--- src/dlui_pkg.sv ---
/*
 * Constants, register map and types of the data logger user interface block.
 * Assumes a 25 MHz mclk and a host that reaches the registers over a plain strobe port.
 */
// Functional notes
// (RL1) Display button cycles readings, date, time, count
// (RL2) Alarm flashes; display button dismisses until next
// (RL3) Unit button toggles Celsius and Fahrenheit
// (RL4) Logging button inverts logging enable
// (RL5) Log only while enabled; sampling always continues
// (RL6) Indicator LED blinks on every sample
// (RL7) LED rests on when host connected
// (RL8) Date shows month/day/year with slashes
// (RL9) Time shows h:m:s plus A or P
// (RL10) Count view shows count, dot when logging
// (RL11) Alarm shows value and HI or LOW
// (RL12) Both alarms active: messages alternate
// (RL13) Sensor link failure raises error message alarm
// (RL14) Alarm pin idles high, low 500 ms
// (RL15) Five views including alarm
// (RL16) Alarm above high or below low threshold
// (RL17) Unset thresholds ignored; none set, no alarms
// (RL18) Buttons synchronised, debounced, one action each
// (RL19) Unit affects display only, not comparisons
package dlui_pkg;

  // ********************
  // Timing
  // ********************
  localparam int unsigned CLK_HZ = 25000000;
  localparam int unsigned PULSE_MS = 500;
  localparam int unsigned BLINK_MS = 50;
  localparam int unsigned FLASH_MS = 500;
  localparam int unsigned DEB_MS = 20;
  localparam int unsigned PULSE_CYC = PULSE_MS * (CLK_HZ / 1000);
  localparam int unsigned BLINK_CYC = BLINK_MS * (CLK_HZ / 1000);
  localparam int unsigned FLASH_CYC = FLASH_MS * (CLK_HZ / 1000);
  localparam int unsigned DEB_CYC = DEB_MS * (CLK_HZ / 1000);

  // ********************
  // Register map
  // ********************
  localparam logic [7:0] REG_CTRL = 8'h00;
  localparam logic [7:0] REG_STATUS = 8'h04;
  localparam logic [7:0] REG_MASK = 8'h08;
  localparam logic [7:0] REG_HUM_HI = 8'h0c;
  localparam logic [7:0] REG_HUM_LO = 8'h10;
  localparam logic [7:0] REG_TEMP_HI = 8'h14;
  localparam logic [7:0] REG_TEMP_LO = 8'h18;
  localparam logic [7:0] REG_COUNT = 8'h1c;
  localparam logic [7:0] REG_ALARM = 8'h20;
  localparam int CTRL_LOG = 0;
  localparam int CTRL_HOST = 1;
  localparam int CTRL_UNIT = 2;
  localparam int THR_EN = 16;
  localparam int ST_ALARM = 0;
  localparam int ST_COMM = 1;
  localparam int ST_LOG = 2;
  localparam int ST_W = 3;
  localparam logic [16:0] THR_RESET = 17'h00000;
  localparam logic [ST_W-1:0] MASK_RESET = 3'h0;
  localparam int BTN_DISP = 0;
  localparam int BTN_UNIT = 1;
  localparam int BTN_LOG = 2;

  // ********************
  // Types
  // ********************
  typedef enum logic [2:0] {VIEW_READ, VIEW_DATE, VIEW_TIME, VIEW_COUNT, VIEW_ALARM} dlui_view_type;
  typedef enum logic [1:0] {TAG_NONE, TAG_OVER, TAG_UNDER, TAG_LINK_ERR} dlui_tag_type;
  typedef enum logic [1:0] {SEP_NONE, SEP_SLASH, SEP_COLON} dlui_sep_type;

  // Tenths of a degree Celsius to tenths of Fahrenheit
  function automatic logic signed [15:0] dlui_to_fahr(input logic signed [15:0] c);
    logic signed [19:0] w;
    w = ($signed({{4{c[15]}}, c}) * 20'sd9) / 20'sd5 + 20'sd320;
    return w[15:0];
  endfunction

endpackage

--- src/dlui_debounce.sv ---
/*
 * Button synchroniser and debouncer, one press pulse per settled press.
 * Assumes raw button levels are asynchronous and active high.
 */
`timescale 1ns/1ps
module dlui_debounce #(
  parameter int N = 3,
  parameter int unsigned CYC = 500000
) (
  // Clock and reset
  input wire logic mclk,
  input wire logic reset,
  input wire logic clk_en,
  // Buttons
  input wire logic [N-1:0] raw,
  output logic [N-1:0] press
);
  localparam int CW = $clog2(CYC + 1);
  localparam logic [CW-1:0] LAST = CW'(CYC - 1);
  logic [N-1:0] sync1_q, sync2_q, stable_q, press_q;

  // ********************
  // Two flops before any logic
  // ********************
  always_ff @(posedge mclk or posedge reset) begin
    if (reset) begin
      sync1_q <= '0;
      sync2_q <= '0;
    end else if (clk_en) begin
      sync1_q <= raw; // [RL18]
      sync2_q <= sync1_q;
    end
  end

  // ********************
  // Settle counters
  // ********************
  for (genvar i = 0; i < N; i++) begin : g_btn
    logic [CW-1:0] cnt_q;
    wire settled = (sync2_q[i] != stable_q[i]) && (cnt_q == LAST);
    always_ff @(posedge mclk or posedge reset) begin
      if (reset) begin
        cnt_q <= '0;
        stable_q[i] <= 1'b0;
        press_q[i] <= 1'b0;
      end else if (clk_en) begin
        // Bounce restarts the count, so one press gives one pulse [RL18]
        cnt_q <= (sync2_q[i] == stable_q[i] || settled) ? '0 : cnt_q + 1'b1;
        if (settled) stable_q[i] <= sync2_q[i];
        press_q[i] <= settled & sync2_q[i];
      end
    end
  end

  assign press = press_q;

endmodule

--- src/dlui_top.sv ---
/*
 * Data logger user interface: buttons, views, alarms, indicator LED,
 * alarm pin, log gating and a small register file with interrupt.
 * Assumes the sampler, clock calendar and log memory share mclk.
 */
`timescale 1ns/1ps
module dlui_top
  import dlui_pkg::*;
#(
  parameter int unsigned DEB_CYCLES = dlui_pkg::DEB_CYC,
  parameter int unsigned BLINK_CYCLES = dlui_pkg::BLINK_CYC,
  parameter int unsigned PULSE_CYCLES = dlui_pkg::PULSE_CYC,
  parameter int unsigned FLASH_CYCLES = dlui_pkg::FLASH_CYC,
  parameter int COUNT_W = 16
) (
  // Clock and reset
  input wire logic mclk,
  input wire logic reset,
  input wire logic clk_en,
  // Buttons
  input wire logic display_select_button,
  input wire logic unit_toggle_button,
  input wire logic logging_toggle_button,
  // Register port
  input wire logic [7:0] reg_addr,
  input wire logic [31:0] reg_wdata,
  input wire logic reg_wr,
  input wire logic reg_rd,
  output logic [31:0] reg_rdata,
  output logic irq,
  // Sampler
  input wire logic sample_strobe,
  input wire logic signed [15:0] sample_temp,
  input wire logic [15:0] sample_hum,
  input wire logic sensor_error,
  // Calendar
  input wire logic [3:0] rtc_month,
  input wire logic [4:0] rtc_day,
  input wire logic [6:0] rtc_year,
  input wire logic [3:0] rtc_hour,
  input wire logic [5:0] rtc_minute,
  input wire logic [5:0] rtc_second,
  input wire logic rtc_pm,
  // Log memory
  output logic log_write,
  output logic [COUNT_W-1:0] log_index,
  output logic signed [15:0] log_temp,
  output logic [15:0] log_hum,
  // Indicators
  output logic sample_indicator_led,
  output logic alarm_output_pin_n,
  // Display
  output dlui_pkg::dlui_view_type lcd_view,
  output logic lcd_visible,
  output logic [15:0] lcd_value_a,
  output logic [15:0] lcd_value_b,
  output logic [15:0] lcd_value_c,
  output dlui_pkg::dlui_sep_type lcd_sep,
  output dlui_pkg::dlui_tag_type lcd_tag,
  output logic lcd_dot,
  output logic lcd_unit_f,
  output logic lcd_pm
);
  import dlui_pkg::*;

  localparam int BW = $clog2(BLINK_CYCLES + 1);
  localparam int PW = $clog2(PULSE_CYCLES + 1);
  localparam int FW = $clog2(FLASH_CYCLES + 1);

  // ********************
  // Buttons
  // ********************
  logic [2:0] press;
  dlui_debounce #(.N(3), .CYC(DEB_CYCLES)) u_deb (
    .mclk(mclk),
    .reset(reset),
    .clk_en(clk_en),
    .raw({logging_toggle_button, unit_toggle_button, display_select_button}),
    .press(press)
  );

  // ********************
  // State
  // ********************
  logic log_en_q, unit_f_q, host_q, shown_q, alt_q, flash_on_q;
  dlui_view_type view_q, view_d;
  logic [16:0] hum_hi_q, hum_lo_q, temp_hi_q, temp_lo_q;
  logic [ST_W-1:0] stat_q, mask_q;
  logic [COUNT_W-1:0] count_q;
  logic t_alarm_q, t_over_q, h_alarm_q, h_over_q, comm_q;
  logic signed [15:0] t_val_q;
  logic [15:0] h_val_q;
  logic [BW-1:0] blink_q;
  logic [PW-1:0] pulse_q;
  logic [FW-1:0] flash_q;
  logic [31:0] rdata_q;

  // ********************
  // Register decode
  // ********************
  wire wr_ctrl = reg_wr && reg_addr == REG_CTRL;
  wire wr_stat = reg_wr && reg_addr == REG_STATUS;
  wire wr_mask = reg_wr && reg_addr == REG_MASK;
  wire wr_hhi = reg_wr && reg_addr == REG_HUM_HI;
  wire wr_hlo = reg_wr && reg_addr == REG_HUM_LO;
  wire wr_thi = reg_wr && reg_addr == REG_TEMP_HI;
  wire wr_tlo = reg_wr && reg_addr == REG_TEMP_LO;
  wire erase = reg_wr && reg_addr == REG_COUNT;
  logic [31:0] rd_mux;
  always_comb begin
    if (reg_addr == REG_CTRL) begin
      rd_mux = {29'h0, unit_f_q, host_q, log_en_q};
    end else if (reg_addr == REG_STATUS) begin
      rd_mux = {29'h0, stat_q};
    end else if (reg_addr == REG_MASK) begin
      rd_mux = {29'h0, mask_q};
    end else if (reg_addr == REG_HUM_HI) begin
      rd_mux = {15'h0, hum_hi_q};
    end else if (reg_addr == REG_HUM_LO) begin
      rd_mux = {15'h0, hum_lo_q};
    end else if (reg_addr == REG_TEMP_HI) begin
      rd_mux = {15'h0, temp_hi_q};
    end else if (reg_addr == REG_TEMP_LO) begin
      rd_mux = {15'h0, temp_lo_q};
    end else if (reg_addr == REG_COUNT) begin
      rd_mux = 32'(count_q);
    end else if (reg_addr == REG_ALARM) begin
      rd_mux = {27'h0, comm_q, h_over_q, h_alarm_q, t_over_q, t_alarm_q};
    end else begin
      // Unmapped reads return zero
      rd_mux = 32'h0;
    end
  end

  // ********************
  // Threshold checks
  // ********************
  // Compared in Celsius tenths so the display unit cannot move an alarm [RL19]
  wire th_hi = hum_hi_q[THR_EN] && sample_hum > hum_hi_q[15:0]; // [RL16] [RL17]
  wire th_lo = hum_lo_q[THR_EN] && sample_hum < hum_lo_q[15:0]; // [RL16] [RL17]
  wire tt_hi = temp_hi_q[THR_EN] && sample_temp > $signed(temp_hi_q[15:0]); // [RL16] [RL17]
  wire tt_lo = temp_lo_q[THR_EN] && sample_temp < $signed(temp_lo_q[15:0]); // [RL16] [RL17]
  wire t_hit = !sensor_error && (tt_hi || tt_lo);
  wire h_hit = !sensor_error && (th_hi || th_lo);
  wire alarm_event = sample_strobe && (t_hit || h_hit || sensor_error); // [RL13]
  wire log_take = sample_strobe && log_en_q && !sensor_error; // [RL5]
  wire disp_press = press[BTN_DISP];
  wire [ST_W-1:0] events = {press[BTN_LOG], sample_strobe && sensor_error, alarm_event};
  wire flash_wrap = flash_q == FW'(FLASH_CYCLES - 1);

  // ********************
  // View selection
  // ********************
  always_comb begin
    view_d = view_q;
    if (disp_press && !shown_q) begin
      case (view_q)
        VIEW_READ: view_d = VIEW_DATE; // [RL1]
        VIEW_DATE: view_d = VIEW_TIME;
        VIEW_TIME: view_d = VIEW_COUNT;
        default: view_d = VIEW_READ;
      endcase
    end
  end

  // ********************
  // Controls and registers
  // ********************
  always_ff @(posedge mclk or posedge reset) begin
    if (reset) begin
      log_en_q <= 1'b0;
      unit_f_q <= 1'b0;
      host_q <= 1'b0;
      view_q <= VIEW_READ;
      shown_q <= 1'b0;
      mask_q <= MASK_RESET;
      stat_q <= '0;
      hum_hi_q <= THR_RESET;
      hum_lo_q <= THR_RESET;
      temp_hi_q <= THR_RESET;
      temp_lo_q <= THR_RESET;
      rdata_q <= 32'h0;
    end else if (clk_en) begin
      // A control register write beats a unit or logging button press in the same cycle
      if (wr_ctrl) begin
        log_en_q <= reg_wdata[CTRL_LOG];
        unit_f_q <= reg_wdata[CTRL_UNIT];
        host_q <= reg_wdata[CTRL_HOST];
      end else begin
        if (press[BTN_LOG]) log_en_q <= !log_en_q; // [RL4]
        if (press[BTN_UNIT]) unit_f_q <= !unit_f_q; // [RL3]
      end
      view_q <= view_d;
      // New alarm wins over a dismiss in the same cycle [RL2]
      if (alarm_event) shown_q <= 1'b1;
      else if (sample_strobe || disp_press) shown_q <= 1'b0;
      if (wr_mask) mask_q <= reg_wdata[ST_W-1:0];
      stat_q <= (stat_q & ~(wr_stat ? reg_wdata[ST_W-1:0] : '0)) | events;
      if (wr_hhi) hum_hi_q <= reg_wdata[16:0];
      if (wr_hlo) hum_lo_q <= reg_wdata[16:0];
      if (wr_thi) temp_hi_q <= reg_wdata[16:0];
      if (wr_tlo) temp_lo_q <= reg_wdata[16:0];
      rdata_q <= reg_rd ? rd_mux : 32'h0;
    end
  end

  assign reg_rdata = rdata_q;
  assign irq = |(stat_q & mask_q);

  // ********************
  // Sample results and log
  // ********************
  always_ff @(posedge mclk or posedge reset) begin
    if (reset) begin
      t_alarm_q <= 1'b0;
      t_over_q <= 1'b0;
      h_alarm_q <= 1'b0;
      h_over_q <= 1'b0;
      comm_q <= 1'b0;
      t_val_q <= 16'sh0000;
      h_val_q <= 16'h0000;
      count_q <= '0;
      log_write <= 1'b0;
      log_index <= '0;
      log_temp <= 16'sh0000;
      log_hum <= 16'h0000;
    end else if (clk_en) begin
      if (sample_strobe) begin
        t_alarm_q <= t_hit;
        t_over_q <= tt_hi;
        h_alarm_q <= h_hit;
        h_over_q <= th_hi;
        comm_q <= sensor_error; // [RL13]
        t_val_q <= sample_temp;
        h_val_q <= sample_hum;
      end
      // Count saturates rather than wrapping back to zero
      if (erase) count_q <= '0;
      else if (log_take && ~&count_q) count_q <= count_q + 1'b1; // [RL5]
      log_write <= log_take;
      log_index <= count_q;
      log_temp <= sample_temp;
      log_hum <= sample_hum;
    end
  end

  // ********************
  // LED, alarm pin and flash timers
  // ********************
  always_ff @(posedge mclk or posedge reset) begin
    if (reset) begin
      blink_q <= '0;
      pulse_q <= '0;
      flash_q <= '0;
      flash_on_q <= 1'b1;
      alt_q <= 1'b0;
    end else if (clk_en) begin
      if (sample_strobe) blink_q <= BW'(BLINK_CYCLES); // [RL6]
      else if (blink_q != '0) blink_q <= blink_q - 1'b1;
      if (alarm_event) pulse_q <= PW'(PULSE_CYCLES); // [RL14]
      else if (pulse_q != '0) pulse_q <= pulse_q - 1'b1;
      flash_q <= flash_wrap ? '0 : flash_q + 1'b1;
      if (flash_wrap) flash_on_q <= !flash_on_q;
      // One full on and off period per message [RL12]
      if (flash_wrap && !flash_on_q) alt_q <= !alt_q;
    end
  end

  // Blink is the inverse of the resting level so it shows either way
  assign sample_indicator_led = (blink_q != '0) ? !host_q : host_q; // [RL6] [RL7]
  assign alarm_output_pin_n = pulse_q == '0; // [RL14]

  // ********************
  // Display contents
  // ********************
  wire both = t_alarm_q && h_alarm_q;
  wire show_t = t_alarm_q && !(both && alt_q); // [RL12]
  wire signed [15:0] t_shown = unit_f_q ? dlui_to_fahr(t_val_q) : t_val_q; // [RL3] [RL19]
  dlui_view_type v_d;
  logic [15:0] a_d, b_d, c_d;
  dlui_sep_type s_d;
  dlui_tag_type g_d;
  always_comb begin
    v_d = shown_q ? VIEW_ALARM : view_q; // [RL15]
    a_d = 16'h0000;
    b_d = 16'h0000;
    c_d = 16'h0000;
    s_d = SEP_NONE;
    g_d = TAG_NONE;
    case (v_d)
      VIEW_READ: begin
        a_d = t_shown;
        b_d = h_val_q;
      end
      VIEW_DATE: begin
        a_d = {12'h000, rtc_month}; // [RL8]
        b_d = {11'h000, rtc_day};
        c_d = {9'h000, rtc_year};
        s_d = SEP_SLASH;
      end
      VIEW_TIME: begin
        a_d = {12'h000, rtc_hour}; // [RL9]
        b_d = {10'h000, rtc_minute};
        c_d = {10'h000, rtc_second};
        s_d = SEP_COLON;
      end
      VIEW_COUNT: a_d = 16'(count_q); // [RL10]
      default: begin
        if (comm_q) begin
          g_d = TAG_LINK_ERR; // [RL13]
        end else if (show_t) begin
          a_d = t_shown; // [RL11]
          g_d = t_over_q ? TAG_OVER : TAG_UNDER;
        end else begin
          a_d = h_val_q; // [RL11]
          g_d = h_over_q ? TAG_OVER : TAG_UNDER;
        end
      end
    endcase
  end

  always_ff @(posedge mclk or posedge reset) begin
    if (reset) begin
      lcd_view <= VIEW_READ;
      lcd_visible <= 1'b1;
      lcd_value_a <= 16'h0000;
      lcd_value_b <= 16'h0000;
      lcd_value_c <= 16'h0000;
      lcd_sep <= SEP_NONE;
      lcd_tag <= TAG_NONE;
      lcd_dot <= 1'b0;
      lcd_unit_f <= 1'b0;
      lcd_pm <= 1'b0;
    end else if (clk_en) begin
      lcd_view <= v_d;
      lcd_visible <= !shown_q || flash_on_q; // [RL2]
      lcd_value_a <= a_d;
      lcd_value_b <= b_d;
      lcd_value_c <= c_d;
      lcd_sep <= s_d;
      lcd_tag <= g_d;
      lcd_dot <= v_d == VIEW_COUNT && log_en_q; // [RL10]
      lcd_unit_f <= unit_f_q;
      lcd_pm <= v_d == VIEW_TIME && rtc_pm; // [RL9]
    end
  end

  // ********************
  // Checks
  // ********************
  property p_view_wrap;
    @(posedge mclk) disable iff (reset)
    clk_en && disp_press && !shown_q && view_q == VIEW_COUNT |=> view_q == VIEW_READ;
  endproperty
  a_view_wrap: assert property (p_view_wrap) else $error("count view did not wrap"); // [RL1]

  property p_dismiss;
    @(posedge mclk) disable iff (reset)
    clk_en && shown_q && disp_press && !alarm_event |=> !shown_q ##1 lcd_view != VIEW_ALARM;
  endproperty
  a_dismiss: assert property (p_dismiss) else $error("alarm not dismissed"); // [RL2]

  property p_unit;
    @(posedge mclk) disable iff (reset)
    clk_en && press[BTN_UNIT] && !wr_ctrl |=> unit_f_q != $past(unit_f_q);
  endproperty
  a_unit: assert property (p_unit) else $error("unit did not toggle"); // [RL3]

  property p_log_toggle;
    @(posedge mclk) disable iff (reset)
    clk_en && press[BTN_LOG] && !wr_ctrl |=> log_en_q != $past(log_en_q) ##1 stat_q[ST_LOG];
  endproperty
  a_log_toggle: assert property (p_log_toggle) else $error("logging did not toggle"); // [RL4]

  property p_no_log;
    @(posedge mclk) disable iff (reset)
    clk_en && sample_strobe && !log_en_q && !erase |=> $stable(count_q) && !log_write;
  endproperty
  a_no_log: assert property (p_no_log) else $error("sample logged while disabled"); // [RL5]

  property p_blink;
    @(posedge mclk) disable iff (reset)
    clk_en && sample_strobe |=> sample_indicator_led != host_q;
  endproperty
  a_blink: assert property (p_blink) else $error("no blink on sample"); // [RL6]

  property p_rest;
    @(posedge mclk) disable iff (reset)
    clk_en && wr_ctrl && blink_q == '0 && !sample_strobe |=> sample_indicator_led == $past(reg_wdata[CTRL_HOST]);
  endproperty
  a_rest: assert property (p_rest) else $error("LED rest level wrong"); // [RL7]

  property p_pin;
    @(posedge mclk) disable iff (reset)
    clk_en && alarm_event |=> !alarm_output_pin_n && pulse_q == PW'(PULSE_CYCLES);
  endproperty
  a_pin: assert property (p_pin) else $error("alarm pin not pulsed"); // [RL14]

  property p_unset;
    @(posedge mclk) disable iff (reset)
    !hum_hi_q[THR_EN] && !hum_lo_q[THR_EN] && !temp_hi_q[THR_EN] && !temp_lo_q[THR_EN] && !sensor_error
      |-> !alarm_event;
  endproperty
  a_unset: assert property (p_unset) else $error("alarm with no thresholds"); // [RL17]

  property p_comm;
    @(posedge mclk) disable iff (reset)
    clk_en && sample_strobe && sensor_error |=> comm_q && shown_q ##1 lcd_tag == TAG_LINK_ERR;
  endproperty
  a_comm: assert property (p_comm) else $error("link error not shown"); // [RL13]

endmodule

--- config.mk ---
export PLATFORM = sky130hd
export DESIGN_NAME = dlui_top
export DESIGN_NICKNAME = d
export VERILOG_FILES = /design/src/dlui_pkg.sv /design/src/dlui_debounce.sv /design/src/dlui_top.sv
export SDC_FILE = /design/constraint.sdc
export NUM_CORES = 1
export LEC_CHECK = 0
export ABC_AREA = 0
export BUFFER_PORTS_ARGS = -buffer_cell sky130_fd_sc_hd__buf_2
export CAP_MARGIN = 0
export CORE_MARGIN = 2
export CORE_UTILIZATION = 41
export CTS_CLUSTER_SIZE = 16
export DETAILED_ROUTE_END_ITERATION = 12
export GPL_ROUTABILITY_DRIVEN = 0
export PLACE_DENSITY_LB_ADDON = 0.15
export SLEW_MARGIN = 10
export SYNTH_ARGS = -nofsm -noshare
export SYNTH_HDL_FRONTEND = slang
export SYNTH_SLANG_ARGS = --single-unit
--- constraint.sdc ---
create_clock -name mclk -period 16.78 [get_ports mclk]
set_clock_uncertainty 0.2 [all_clocks]
set_input_delay 3.356 -clock mclk [delete_from_list [all_inputs] [get_ports mclk]]
set_output_delay 3.356 -clock mclk [all_outputs]
set_load 0.005 [all_outputs]
==> results.tsv, run 1 <==
stage	metric	value	unit
outcome	outcome	finished clean	
routing	drt first pass iters	5	
sta	Hold Violations, Final	0	
yosys	synth warn	0	
worst_setup_path	CP Launch Type	flip-flop	
yosys	Synth area leader	dfrtp_1	
die	core area	58700	µm²
placement	Inst Count DP	3528	
final_layout	Nets	3024	
yosys	Post-Syn Area	24200	µm²
global_route	antenna violations before repair	3	
job	Max Cap Viol	0	
yosys	post-synthesis mux area share	6.78	%
pwr	P_sw	0.00247	W
final_layout	Antenna diodes	0	
clock_tree	CTS buffer count	45	
worst_hold_path	Worst Hold Depth	1	
sta	RSZ-0062 raised after global routing	no	
clock_tree	CTS Hold Bufs	0	
yosys	synthesized netlist cell count	2620	
worst_setup_path	Worst R2R End	lcd_value_a[14]	
die	I/O pin total	258	
yosys	Post-synth EDFFs	0	
routing	Vias/cell	5.77	
yosys	most frequent cells after synthesis	dfrtp_1, nand2_1, nor2_1, o21ai_0, a21oi_1	
placement	DP Wirelength	52000	µm
pwr	Seq pwr share	21.0	%
worst_setup_path	CP arrival	13.97	ns
worst_setup_path	worst reg-to-reg path cell count	48	
clock_tree	Max clock buf depth	3	
sta	Slew headroom	23.8	%
sta	Setup TNS	0	ns
sta	final critical-path share of the clock period	81.7	%
routing	1st-iter DRT viols	1972	
yosys	Cell variety after synth	117	
final_layout	non-filler cells in the finished layout	3607	
yosys	sequential-to-total area share from yosys stat	40.3	%
yosys	main combinational cell family by area after synthesis	simple AND/OR/NAND/NOR gates	
global_route	pin count of the biggest net entering global routing	108	
clock_tree	root buf cell	clkbuf_16	
global_route	number of global-route vias before repair	20100	
global_route	GR Overflow Total	0	
routing	Total Routed Length	71100	µm
clock_tree	CTS tree	built	
clock_tree	CTS sink count	389	
pwr	switching share of power	48.3	%
worst_setup_path	CP required	17.03	ns
pwr	maximum VDD drop	0.178	mV
yosys	compound-cell area share of the yosys netlist	17.3	%
worst_setup_path	reg2reg start	t_val_q[4]	
final_layout	share of post-route cells with drive strength above 1	17.6	%
routing	post-route ant nets	0	
sta	FMAX	72.9	MHz
clock_tree	H-tree depth	2	
routing	via count	20800	
pwr	Clock power frac	19.3	%
pwr	Comb pwr share	59.7	%
global_route	first-pass GRT wire length	112000	µm
yosys	most frequent cell after synthesis	dfrtp_1	
worst_hold_path	hold endpoint	flash_q[4]	
worst_hold_path	hold wc startpoint	flash_q[4]	
routing	average wire per standard cell	19.7	µm
global_route	GR Util All Layers	23.1	%
clock_tree	Clk Latency, worst-skew pair	0.60	ns
yosys	Yosys top cell area share	40.0	%
worst_setup_path	internal reg-to-reg setup slack	3.06	ns
worst_setup_path	Slowest cell on crit path	a22oi_2	
placement	IO Port Bufs	218	
pwr	P_int	0.00265	W
die	die outline height	247	µm
clock_tree	Clock Pin Slew Worst Setup and Hold Paths	0.06	ns
yosys	Area contributors post-synth	dfrtp_1, mux2_2, ha_1	
sta	minimum clock period	13.72	ns
sta	Final Slew Violations	0	
die	Site Rows	89	
yosys	Post-synth ARST share	100	%
worst_setup_path	Critical path origin	t_val_q[4]	
final_layout	area delta synth->final	13.2	%
yosys	Synth Area in XOR/XNOR	6.16	%
die	die area	60900	µm²
yosys	Synth Area in Simple Gates	19.6	%
die	die width	247	µm
sta	final setup fails	0	
worst_hold_path	Hold Crit Class	flip-flop to flip-flop	
die	Initial Util	41.2	%
clock_tree	CTS resizes	0	
pwr	Power Dens Cells	187	nW/µm²
yosys	Yosys reg bits	389	
worst_setup_path	crit-path most repeated cell	ha_1	
yosys	Avg Synthesized Cell Area	9.23	µm²
yosys	top_reg_cell synth	dfrtp_1	
routing	DR DRC count	0	
worst_setup_path	Critical Path Max Stage Delay	0.80	ns
sta	Slew @ Worst Pin	1.14	ns
pwr	leak pwr	12.3	nW
clock_tree	post-CTS setup buffer count	0	
worst_setup_path	critical path endpoint category	flip-flop	
yosys	post-synthesis adder-cell area fraction	5.65	%
worst_setup_path	critical path fanouts, max	16	
worst_setup_path	Setup CP Type	flip-flop to flip-flop	
[final cells by class]
cell class / instances / area (µm²)
Timing Repair Buffer: 242 / 1280
Inverter: 110 / 420
Multi-Input combinational cell: 2014 / 13500
Fill cell: 5612 / 31300
Tap cell: 773 / 967
Clock buffer: 68 / 1310
Sequential cell: 389 / 9740
Clock inverter: 11 / 159
[worst max path at each step]
| stage | slack [ns] | depth (start not counted) | to |
|---|---|---|---|
| floorplan | 2.41 | 1 | alt_q |
| global placement | 3.59 | 48 | lcd_value_a[14] |
| detailed placement | 3.29 | 48 | lcd_value_a[14] |
| CTS | 3.27 | 48 | lcd_value_a[14] |
| global route | 1.96 | 48 | lcd_value_a[14] |
| finish | 3.06 | 48 | lcd_value_a[14] |
[cell families (layout without fill, tap and decap cells)]
family / Yosys count / after routing
flops: 389 / 389
xor+xnor: 170 / 170
buf+inv: 240 / 431
other cells: 1 / 24
simple gates: 970 / 970
fa+ha+maj: 109 / 109
mux: 146 / 146
compound gates: 595 / 595
[cells in the final DEF, fill, tap and decap left out, types with 96 or more instances in the layout]
| cell | netlist | layout |
|---|---|---|
| nand3_1 | 96 | 96 |
| nor2_1 | 226 | 226 |
| o21ai_0 | 127 | 127 |
| ha_1 | 106 | 106 |
| a21oi_1 | 122 | 122 |
| mux2_2 | 118 | 118 |
| inv_1 | 108 | 107 |
| buf_2 | 4 | 217 |
| nand2_1 | 321 | 321 |
| dfrtp_1 | 387 | 387 |
[state kept, by name, summed over array words and instances, names as in the netlist, 17 cells and up]
name and flops:
temp_lo_q 17, temp_hi_q 17, flash_q 24, blink_q 21, hum_lo_q 17, hum_hi_q 17
pulse_q 24, u_deb.g_btn.cnt_q 57, reg_rdata 17
[power by group through the flow]
stage          clock network [W]  logic (W)  registers [W]
2_1_floorplan                  0    0.00238        0.00107
3_3_place_gp                   0    0.00290        0.00109
3_5_place_dp                   0    0.00296        0.00109
4_1_cts                  0.00101    0.00299        0.00108
5_1_grt                  0.00105    0.00333        0.00108
6_report                0.000987    0.00306        0.00108
[worst max-delay path, delay by kind of cell, from the launching register on]
| family | cells | cell delay [ns] |
|---|---|---|
| flip-flops | 1 | 0.46 |
| AND/OR/NAND/NOR | 15 | 4.77 |
| adder cells (fa/ha/maj) | 7 | 1.63 |
| buffers and inverters | 4 | 0.24 |
| AO/OA/AOI/OAI | 20 | 5.73 |
| XOR/XNOR | 2 | 0.49 |
[metrics by stage]
stage / util [%] / setup WS (ns) / hold WS (ns) / total power, W / cell area [µm²]
finish: 46.7 / 3.06 / 0.276 / 0.00512 / 27400
global route: 46.7 / 1.96 / 0.291 / 0.00546 / 27400
CTS: 46.7 / 3.27 / 0.275 / 0.00507 / 27400
detailed placement: 44.2 / 3.29 / 0.263 / 0.00405 / 25900
global placement: 44.2 / 3.59 / 0.258 / 0.00399 / 25900
floorplan: - / 2.41 / 0.245 / 0.00344 / 24300
[layer usage]
metal / part of all wire (%) / routed length (µm) / GRT usage [%]
met1: 46 / 32500 / 32.7
met2: 46 / 32700 / 36.9
met3: 6.3 / 4490 / 3.56
met4: 1.8 / 1310 / 5.92
met5: 0.070 / 50 / 0
No activity file was read; power rests on OpenSTA's default activity.
==> run 2, diff against run 1 <==
==> constraint.sdc (replaced) <==
create_clock -name mclk -period 12.8 [get_ports mclk]
set_clock_uncertainty 0.2 [all_clocks]
set_input_delay 2.56 -clock mclk [delete_from_list [all_inputs] [get_ports mclk]]
set_output_delay 2.56 -clock mclk [all_outputs]
set_load 0.005 [all_outputs]
==> results.tsv, run 2 (synthesized netlist as in run 1, its figures left out) <==
stage	metric	value	unit
pwr	Clock power frac	18.7	%
routing	DR DRC count	0	
placement	IO Port Bufs	218	
routing	drt first pass iters	5	
final_layout	flip-flop count of the largest register after layout	57	
global_route	antenna violations before repair	3	
pwr	Comb pwr share	61.1	%
die	die outline height	247	µm
global_route	GR Overflow Total	0	
sta	RSZ-0062 raised after global routing	no	
global_route	number of global-route vias before repair	20200	
die	die area	60900	µm²
placement	placed inst area	26000	µm²
clock_tree	H-tree depth	2	
sta	final critical-path share of the clock period	93.2	%
final_layout	share of post-route cells with drive strength above 1	19.2	%
worst_setup_path	worst reg-to-reg path cell count	50	
sta	Slew headroom	24.9	%
die	core area	58700	µm²
clock_tree	Max clock buf depth	3	
pwr	P_sw	0.00331	W
final_layout	area delta synth->final	14.9	%
routing	post-route ant nets	0	
sta	final setup fails	0	
clock_tree	root buf cell	clkbuf_16	
clock_tree	Clk Latency, worst-skew pair	0.59	ns
routing	Vias/cell	5.74	
worst_setup_path	cell family with most CP delay	compound AO/OA/AOI/OAI gates	
placement	pre-CTS setup slack	0.321	ns
clock_tree	Clock Pin Slew Worst Setup and Hold Paths	0.06	ns
global_route	pin count of the biggest net entering global routing	154	
sta	post-route setup slack	0.871	ns
die	I/O pin total	258	
job	Max Cap Viol	0	
clock_tree	CTS Hold Bufs	0	
clock_tree	CTS buffer count	46	
final_layout	Fill cells	5617	
sta	Final Slew Violations	0	
worst_setup_path	CP arrival	12.16	ns
die	die width	247	µm
final_layout	most frequent cells in the layout	dfrtp_1, nand2_1, nor2_1	
pwr	Power Dens Cells	251	nW/µm²
worst_setup_path	critical path fanouts, max	8	
worst_hold_path	Hold Crit Class	flip-flop to flip-flop	
worst_setup_path	CP required	13.03	ns
pwr	switching share of power	47.4	%
final_layout	post-route cell area	27800	µm²
pwr	Seq pwr share	20.2	%
pwr	maximum VDD drop	0.226	mV
final_layout	Nets	3050	
die	Initial Util	41.2	%
worst_setup_path	Crit path depth	50	
worst_setup_path	critical path endpoint category	flip-flop	
pwr	P_int	0.00367	W
worst_setup_path	CP bufs+invs	6	
die	Site Rows	89	
clock_tree	CTS tree	built	
routing	via count	20900	
final_layout	top flop regs	u_deb.g_btn.cnt_q x57, flash_q x24, pulse_q x24	
sta	FMAX	83.8	MHz
worst_setup_path	CP Launch Type	flip-flop	
routing	1st-iter DRT viols	1491	
worst_setup_path	Critical Path Max Stage Delay	0.58	ns
final_layout	Most flops, register	u_deb.g_btn.cnt_q	
placement	DP Wirelength	51900	µm
outcome	outcome	finished clean	
worst_setup_path	Slowest cell on crit path	or4b_1	
sta	minimum clock period	11.93	ns
sta	WHS	0.270	ns
pwr	leak pwr	12.5	nW
routing	average wire per standard cell	19.6	µm
worst_setup_path	crit-path most repeated cell	ha_1	
global_route	first-pass GRT wire length	112000	µm
final_layout	commonest non-fill, non-tap cell in the layout	dfrtp_1	
global_route	GR Util All Layers	23.2	%
worst_hold_path	Worst Hold Depth	1	
sta	Slew @ Worst Pin	1.12	ns
sta	Setup TNS	0	ns
routing	Total Routed Length	71200	µm
sta	Hold Violations, Final	0	
clock_tree	CTS sink count	389	
worst_setup_path	Setup CP Type	flip-flop to flip-flop	
final_layout	Antenna diodes	0	
==> run 2: cell types whose count changed in the layout (fill, tap and decap cells not counted), sizes merged <==
cell / previous run / this run
bufinv: 2 / 1
clkbuf: 68 / 69
buf: 242 / 267
inv: 113 / 114
clkinv: 5 / 9
==> run 2: worst register-to-register path: cells and delay by family, from the launching register on <==
kind            cells  cell delay, ns
buf+inv             6            0.60
mux                 1            0.17
flops               1            0.39
simple gates       14            3.73
xor+xnor            4            0.96
fa+ha+maj           7            1.62
compound gates     18            4.17
==> run 2: routing by layer <==
layer	global-route usage [%]	vias up	part of all wire, %	wire length, µm
li1	-	9862	-	-
met1	32.5	10200	46	32900
met2	37.1	670	45	32300
met3	3.87	115	6.2	4440
met4	5.92	4	2.3	1630
met5	0	-	0.029	21
==> run 2: per-stage QoR <==
step	util [%]	instances	total power [W]
4_1_cts	46.9	3629	0.00677
3_5_place_dp	44.4	3545	0.00541
3_3_place_gp	44.4	3545	0.00535
5_1_grt	47.3	3637	0.00748
2_1_floorplan	-	2643	0.00452
6_report	47.3	3637	0.00698
==> run 2: worst paths after layout <==
kind                            slack [ns]       start               to
worst max-delay path                  0.87  t_val_q[1]  lcd_value_a[14]
worst min-delay path                  0.27       alt_q            alt_q
worst max register to register        0.87  t_val_q[1]  lcd_value_a[14]
worst min register to register        0.27       alt_q            alt_q
max in group asynchronous             8.32       reset      count_q[14]
min in group asynchronous             2.00       reset       pulse_q[9]
==> run 2: power by group through the flow <==
stage          Combinational, W  Sequential [W]  Clock, W
2_1_floorplan           0.00312         0.00140         0
3_5_place_dp            0.00398         0.00143         0
6_report                0.00426         0.00141   0.00131
5_1_grt                 0.00468         0.00142   0.00139
3_3_place_gp            0.00392         0.00143         0
4_1_cts                 0.00402         0.00141   0.00134
==> run 2: final cells by class <==
cell class / count / area (µm²) / share of cell area (%)
Multi-Input combinational cell: 2014 / 13700 / 49.2
Sequential cell: 389 / 9740 / 35.1
Timing Repair Buffer: 267 / 1490 / 5.37
Clock buffer: 69 / 1380 / 4.96
Tap cell: 773 / 967 / 3.48
Inverter: 110 / 417 / 1.50
Clock inverter: 15 / 119 / 0.428
==> run 2: what timing repair did <==
item | in CTS | in global routing
gates resized for setup | 0 | 27
buffers inserted | 0 | 8
setup endpoints to repair | 0 | 10
==> run 3, diff against run 2 <==
--- a/config.mk
+++ b/config.mk
@@ -5,7 +5,7 @@
 export SDC_FILE = /design/constraint.sdc
 export NUM_CORES = 1
 export LEC_CHECK = 0
-export ABC_AREA = 0
+export ABC_AREA = 1
 export BUFFER_PORTS_ARGS = -buffer_cell sky130_fd_sc_hd__buf_2
 export CAP_MARGIN = 0
 export CORE_MARGIN = 2
==> results.tsv, run 3 <==
stage	metric	value	unit
outcome	outcome	finished clean	
sta	minimum clock period	11.56	ns
die	Site Rows	88	
yosys	Synth area leader	dfrtp_1	
yosys	Synth Area in XOR/XNOR	2.17	%
routing	1st-iter DRT viols	1624	
routing	Total Routed Length	71000	µm
placement	Inst Count DP	4143	
final_layout	most frequent cells in the layout	nand2_1, inv_1, dfrtp_1	
clock_tree	Clk Latency, worst-skew pair	0.58	ns
clock_tree	CTS tree	built	
clock_tree	root buf cell	clkbuf_16	
routing	drt first pass iters	5	
die	core area	57600	µm²
die	die width	245	µm
routing	DR DRC count	0	
yosys	post-synthesis mux area share	0.0999	%
sta	RSZ-0062 raised after global routing	no	
global_route	number of global-route vias before repair	20100	
final_layout	non-filler cells in the finished layout	4226	
job	Max Cap Viol	0	
sta	Final Slew Violations	0	
clock_tree	CTS sink count	389	
final_layout	area delta synth->final	14.0	%
yosys	Cell variety after synth	64	
yosys	Post-synth ARST share	100	%
worst_setup_path	worst reg-to-reg path cell count	105	
worst_setup_path	reg2reg start	t_val_q[1]	
yosys	Yosys reg bits	389	
final_layout	commonest non-fill, non-tap cell in the layout	nand2_1	
worst_setup_path	Worst R2R End	lcd_value_a[15]	
worst_setup_path	Critical path origin	t_val_q[1]	
yosys	main combinational cell family by area after synthesis	simple AND/OR/NAND/NOR gates	
final_layout	FF/Latch Area	9740	µm²
yosys	Area contributors post-synth	dfrtp_1, nand2_1, inv_1	
global_route	GR Overflow Total	0	
worst_setup_path	critical path endpoint category	flip-flop	
yosys	sequential-to-total area share from yosys stat	40.9	%
yosys	synth warn	0	
worst_setup_path	Critical Path End	lcd_value_a[15]	
placement	IO Port Bufs	218	
worst_setup_path	Slowest cell on crit path	dfrtp_2	
worst_setup_path	CP arrival	11.89	ns
sta	Slew headroom	21.4	%
final_layout	Most flops, register	u_deb.g_btn.cnt_q	
placement	DP Wirelength	53700	µm
yosys	top_reg_cell synth	dfrtp_1	
worst_setup_path	CP Launch Type	flip-flop	
sta	final critical-path share of the clock period	90.3	%
worst_setup_path	critical path fanouts, max	8	
die	Initial Util	41.3	%
final_layout	flip-flop count of the largest register after layout	57	
worst_setup_path	CP required	13.12	ns
sta	final setup fails	0	
worst_setup_path	Setup CP Type	flip-flop to flip-flop	
worst_setup_path	internal reg-to-reg setup slack	1.24	ns
worst_hold_path	Hold Crit Class	flip-flop to flip-flop	
final_layout	footprint of the multi-input gates	11900	µm²
global_route	GR Util All Layers	23.6	%
global_route	antenna violations before repair	4	
routing	post-route ant nets	0	
routing	via count	21400	
yosys	Avg Synthesized Cell Area	7.38	µm²
clock_tree	Clock Pin Slew Worst Setup and Hold Paths	0.07	ns
yosys	compound-cell area share of the yosys netlist	13.4	%
worst_setup_path	Critical Path Max Stage Delay	0.47	ns
yosys	Yosys top cell area share	40.7	%
yosys	post-synthesis adder-cell area fraction	5.66	%
yosys	Synth Area in Simple Gates	28.3	%
yosys	Post-Syn Area	23800	µm²
clock_tree	CTS buffer count	45	
final_layout	share of post-route cells with drive strength above 1	13.4	%
clock_tree	Max clock buf depth	3	
worst_setup_path	crit-path most repeated cell	nand2_1	
clock_tree	H-tree depth	2	
routing	Vias/cell	5.07	
final_layout	top flop regs	u_deb.g_btn.cnt_q x57, flash_q x24, pulse_q x24	
sta	FMAX	86.5	MHz
final_layout	Nets	3649	
die	I/O pin total	258	
yosys	synthesized netlist cell count	3225	
yosys	Post-synth EDFFs	0	
die	die area	60000	µm²
sta	Slew @ Worst Pin	1.18	ns
global_route	first-pass GRT wire length	112000	µm
routing	average wire per standard cell	16.8	µm
global_route	pin count of the biggest net entering global routing	129	
die	die outline height	245	µm
yosys	most frequent cell after synthesis	nand2_1	
yosys	most frequent cells after synthesis	nand2_1, inv_1, dfrtp_1, o21ai_0, nor2_1	
sta	Setup TNS	0	ns
sta	Hold Violations, Final	0	
final_layout	Fill cells	5940	
==> run 3: what timing repair did <==
item,CTS,global route
setup endpoints to repair,0,6
hold endpoints to repair,0,0
buffers inserted,0,2
gates resized for setup,0,10
hold buffers,0,0
==> run 3: routing by layer <==
metal / global-route usage [%] / routed length (µm) / up-vias
li1: - / - / 10900
met1: 33.9 / 33900 / 9950
met2: 36.7 / 31000 / 543
met3: 4.69 / 4630 / 88
met4: 5.54 / 1490 / 4
met5: 0 / 30 / -
==> run 3: kinds of logic (layout without fill, tap and decap cells) <==
group,Yosys count,after routing
XOR/XNOR,59,59
buffers and inverters,571,783
flip-flops,389,389
AO/OA/AOI/OAI,564,564
AND/OR/NAND/NOR,1532,1532
adder cells (fa/ha/maj),107,107
multiplexers,2,2
other,1,25
==> run 3: final cells by class <==
type                    count  share of cell area (%)
multi-input cells        2288                    44.0
clock buffers              63                    4.67
inverters                 471                    6.58
flip-flops and latches    389                    35.9
well taps                 765                    3.53
clock inverters            17                   0.918
diodes                      1                 0.00923
repair buffers            232                    4.41
==> run 3: how the worst min path moves through the flow <==
stage | endpoint | from | depth (start not counted) | slack (ns)
after global routing | lcd_value_b[0] | lcd_value_b[0] | 2 | 0.30
final | log_index[13] | log_index[13] | 2 | 0.27
after detailed placement | log_temp[15] | log_temp[15] | 2 | 0.25
after CTS | log_temp[15] | log_temp[15] | 2 | 0.27
after global placement | log_temp[15] | log_temp[15] | 2 | 0.25
after floorplan | u_deb.g_btn[0].cnt_q[18] | u_deb.g_btn[0].cnt_q[18] | 1 | 0.23
==> run 3: critical path: cells and delay by family (launching register included) <==
kind            cells  cell delay, ns
compound gates      2            0.37
fa+ha+maj           5            1.37
buf+inv            14            0.99
flops               1            0.47
xor+xnor            1            0.21
simple gates       83            7.85
==> run 3: per-stage QoR <==
step	setup WS [ns]	hold slack, ns	cell area [µm²]	utilization, %
final	1.24	0.266	27100	47.1
after global routing	0.00811	0.295	27100	47.1
after CTS	1.08	0.268	27100	47.0
after detailed placement	1.14	0.253	25600	44.4
after global placement	1.22	0.250	25600	44.4
after floorplan	3.00	0.233	23900	-
Power of run 3 is not shown: default switching activity piles up to over one toggle a cycle in this logic, so the estimate is an artifact.
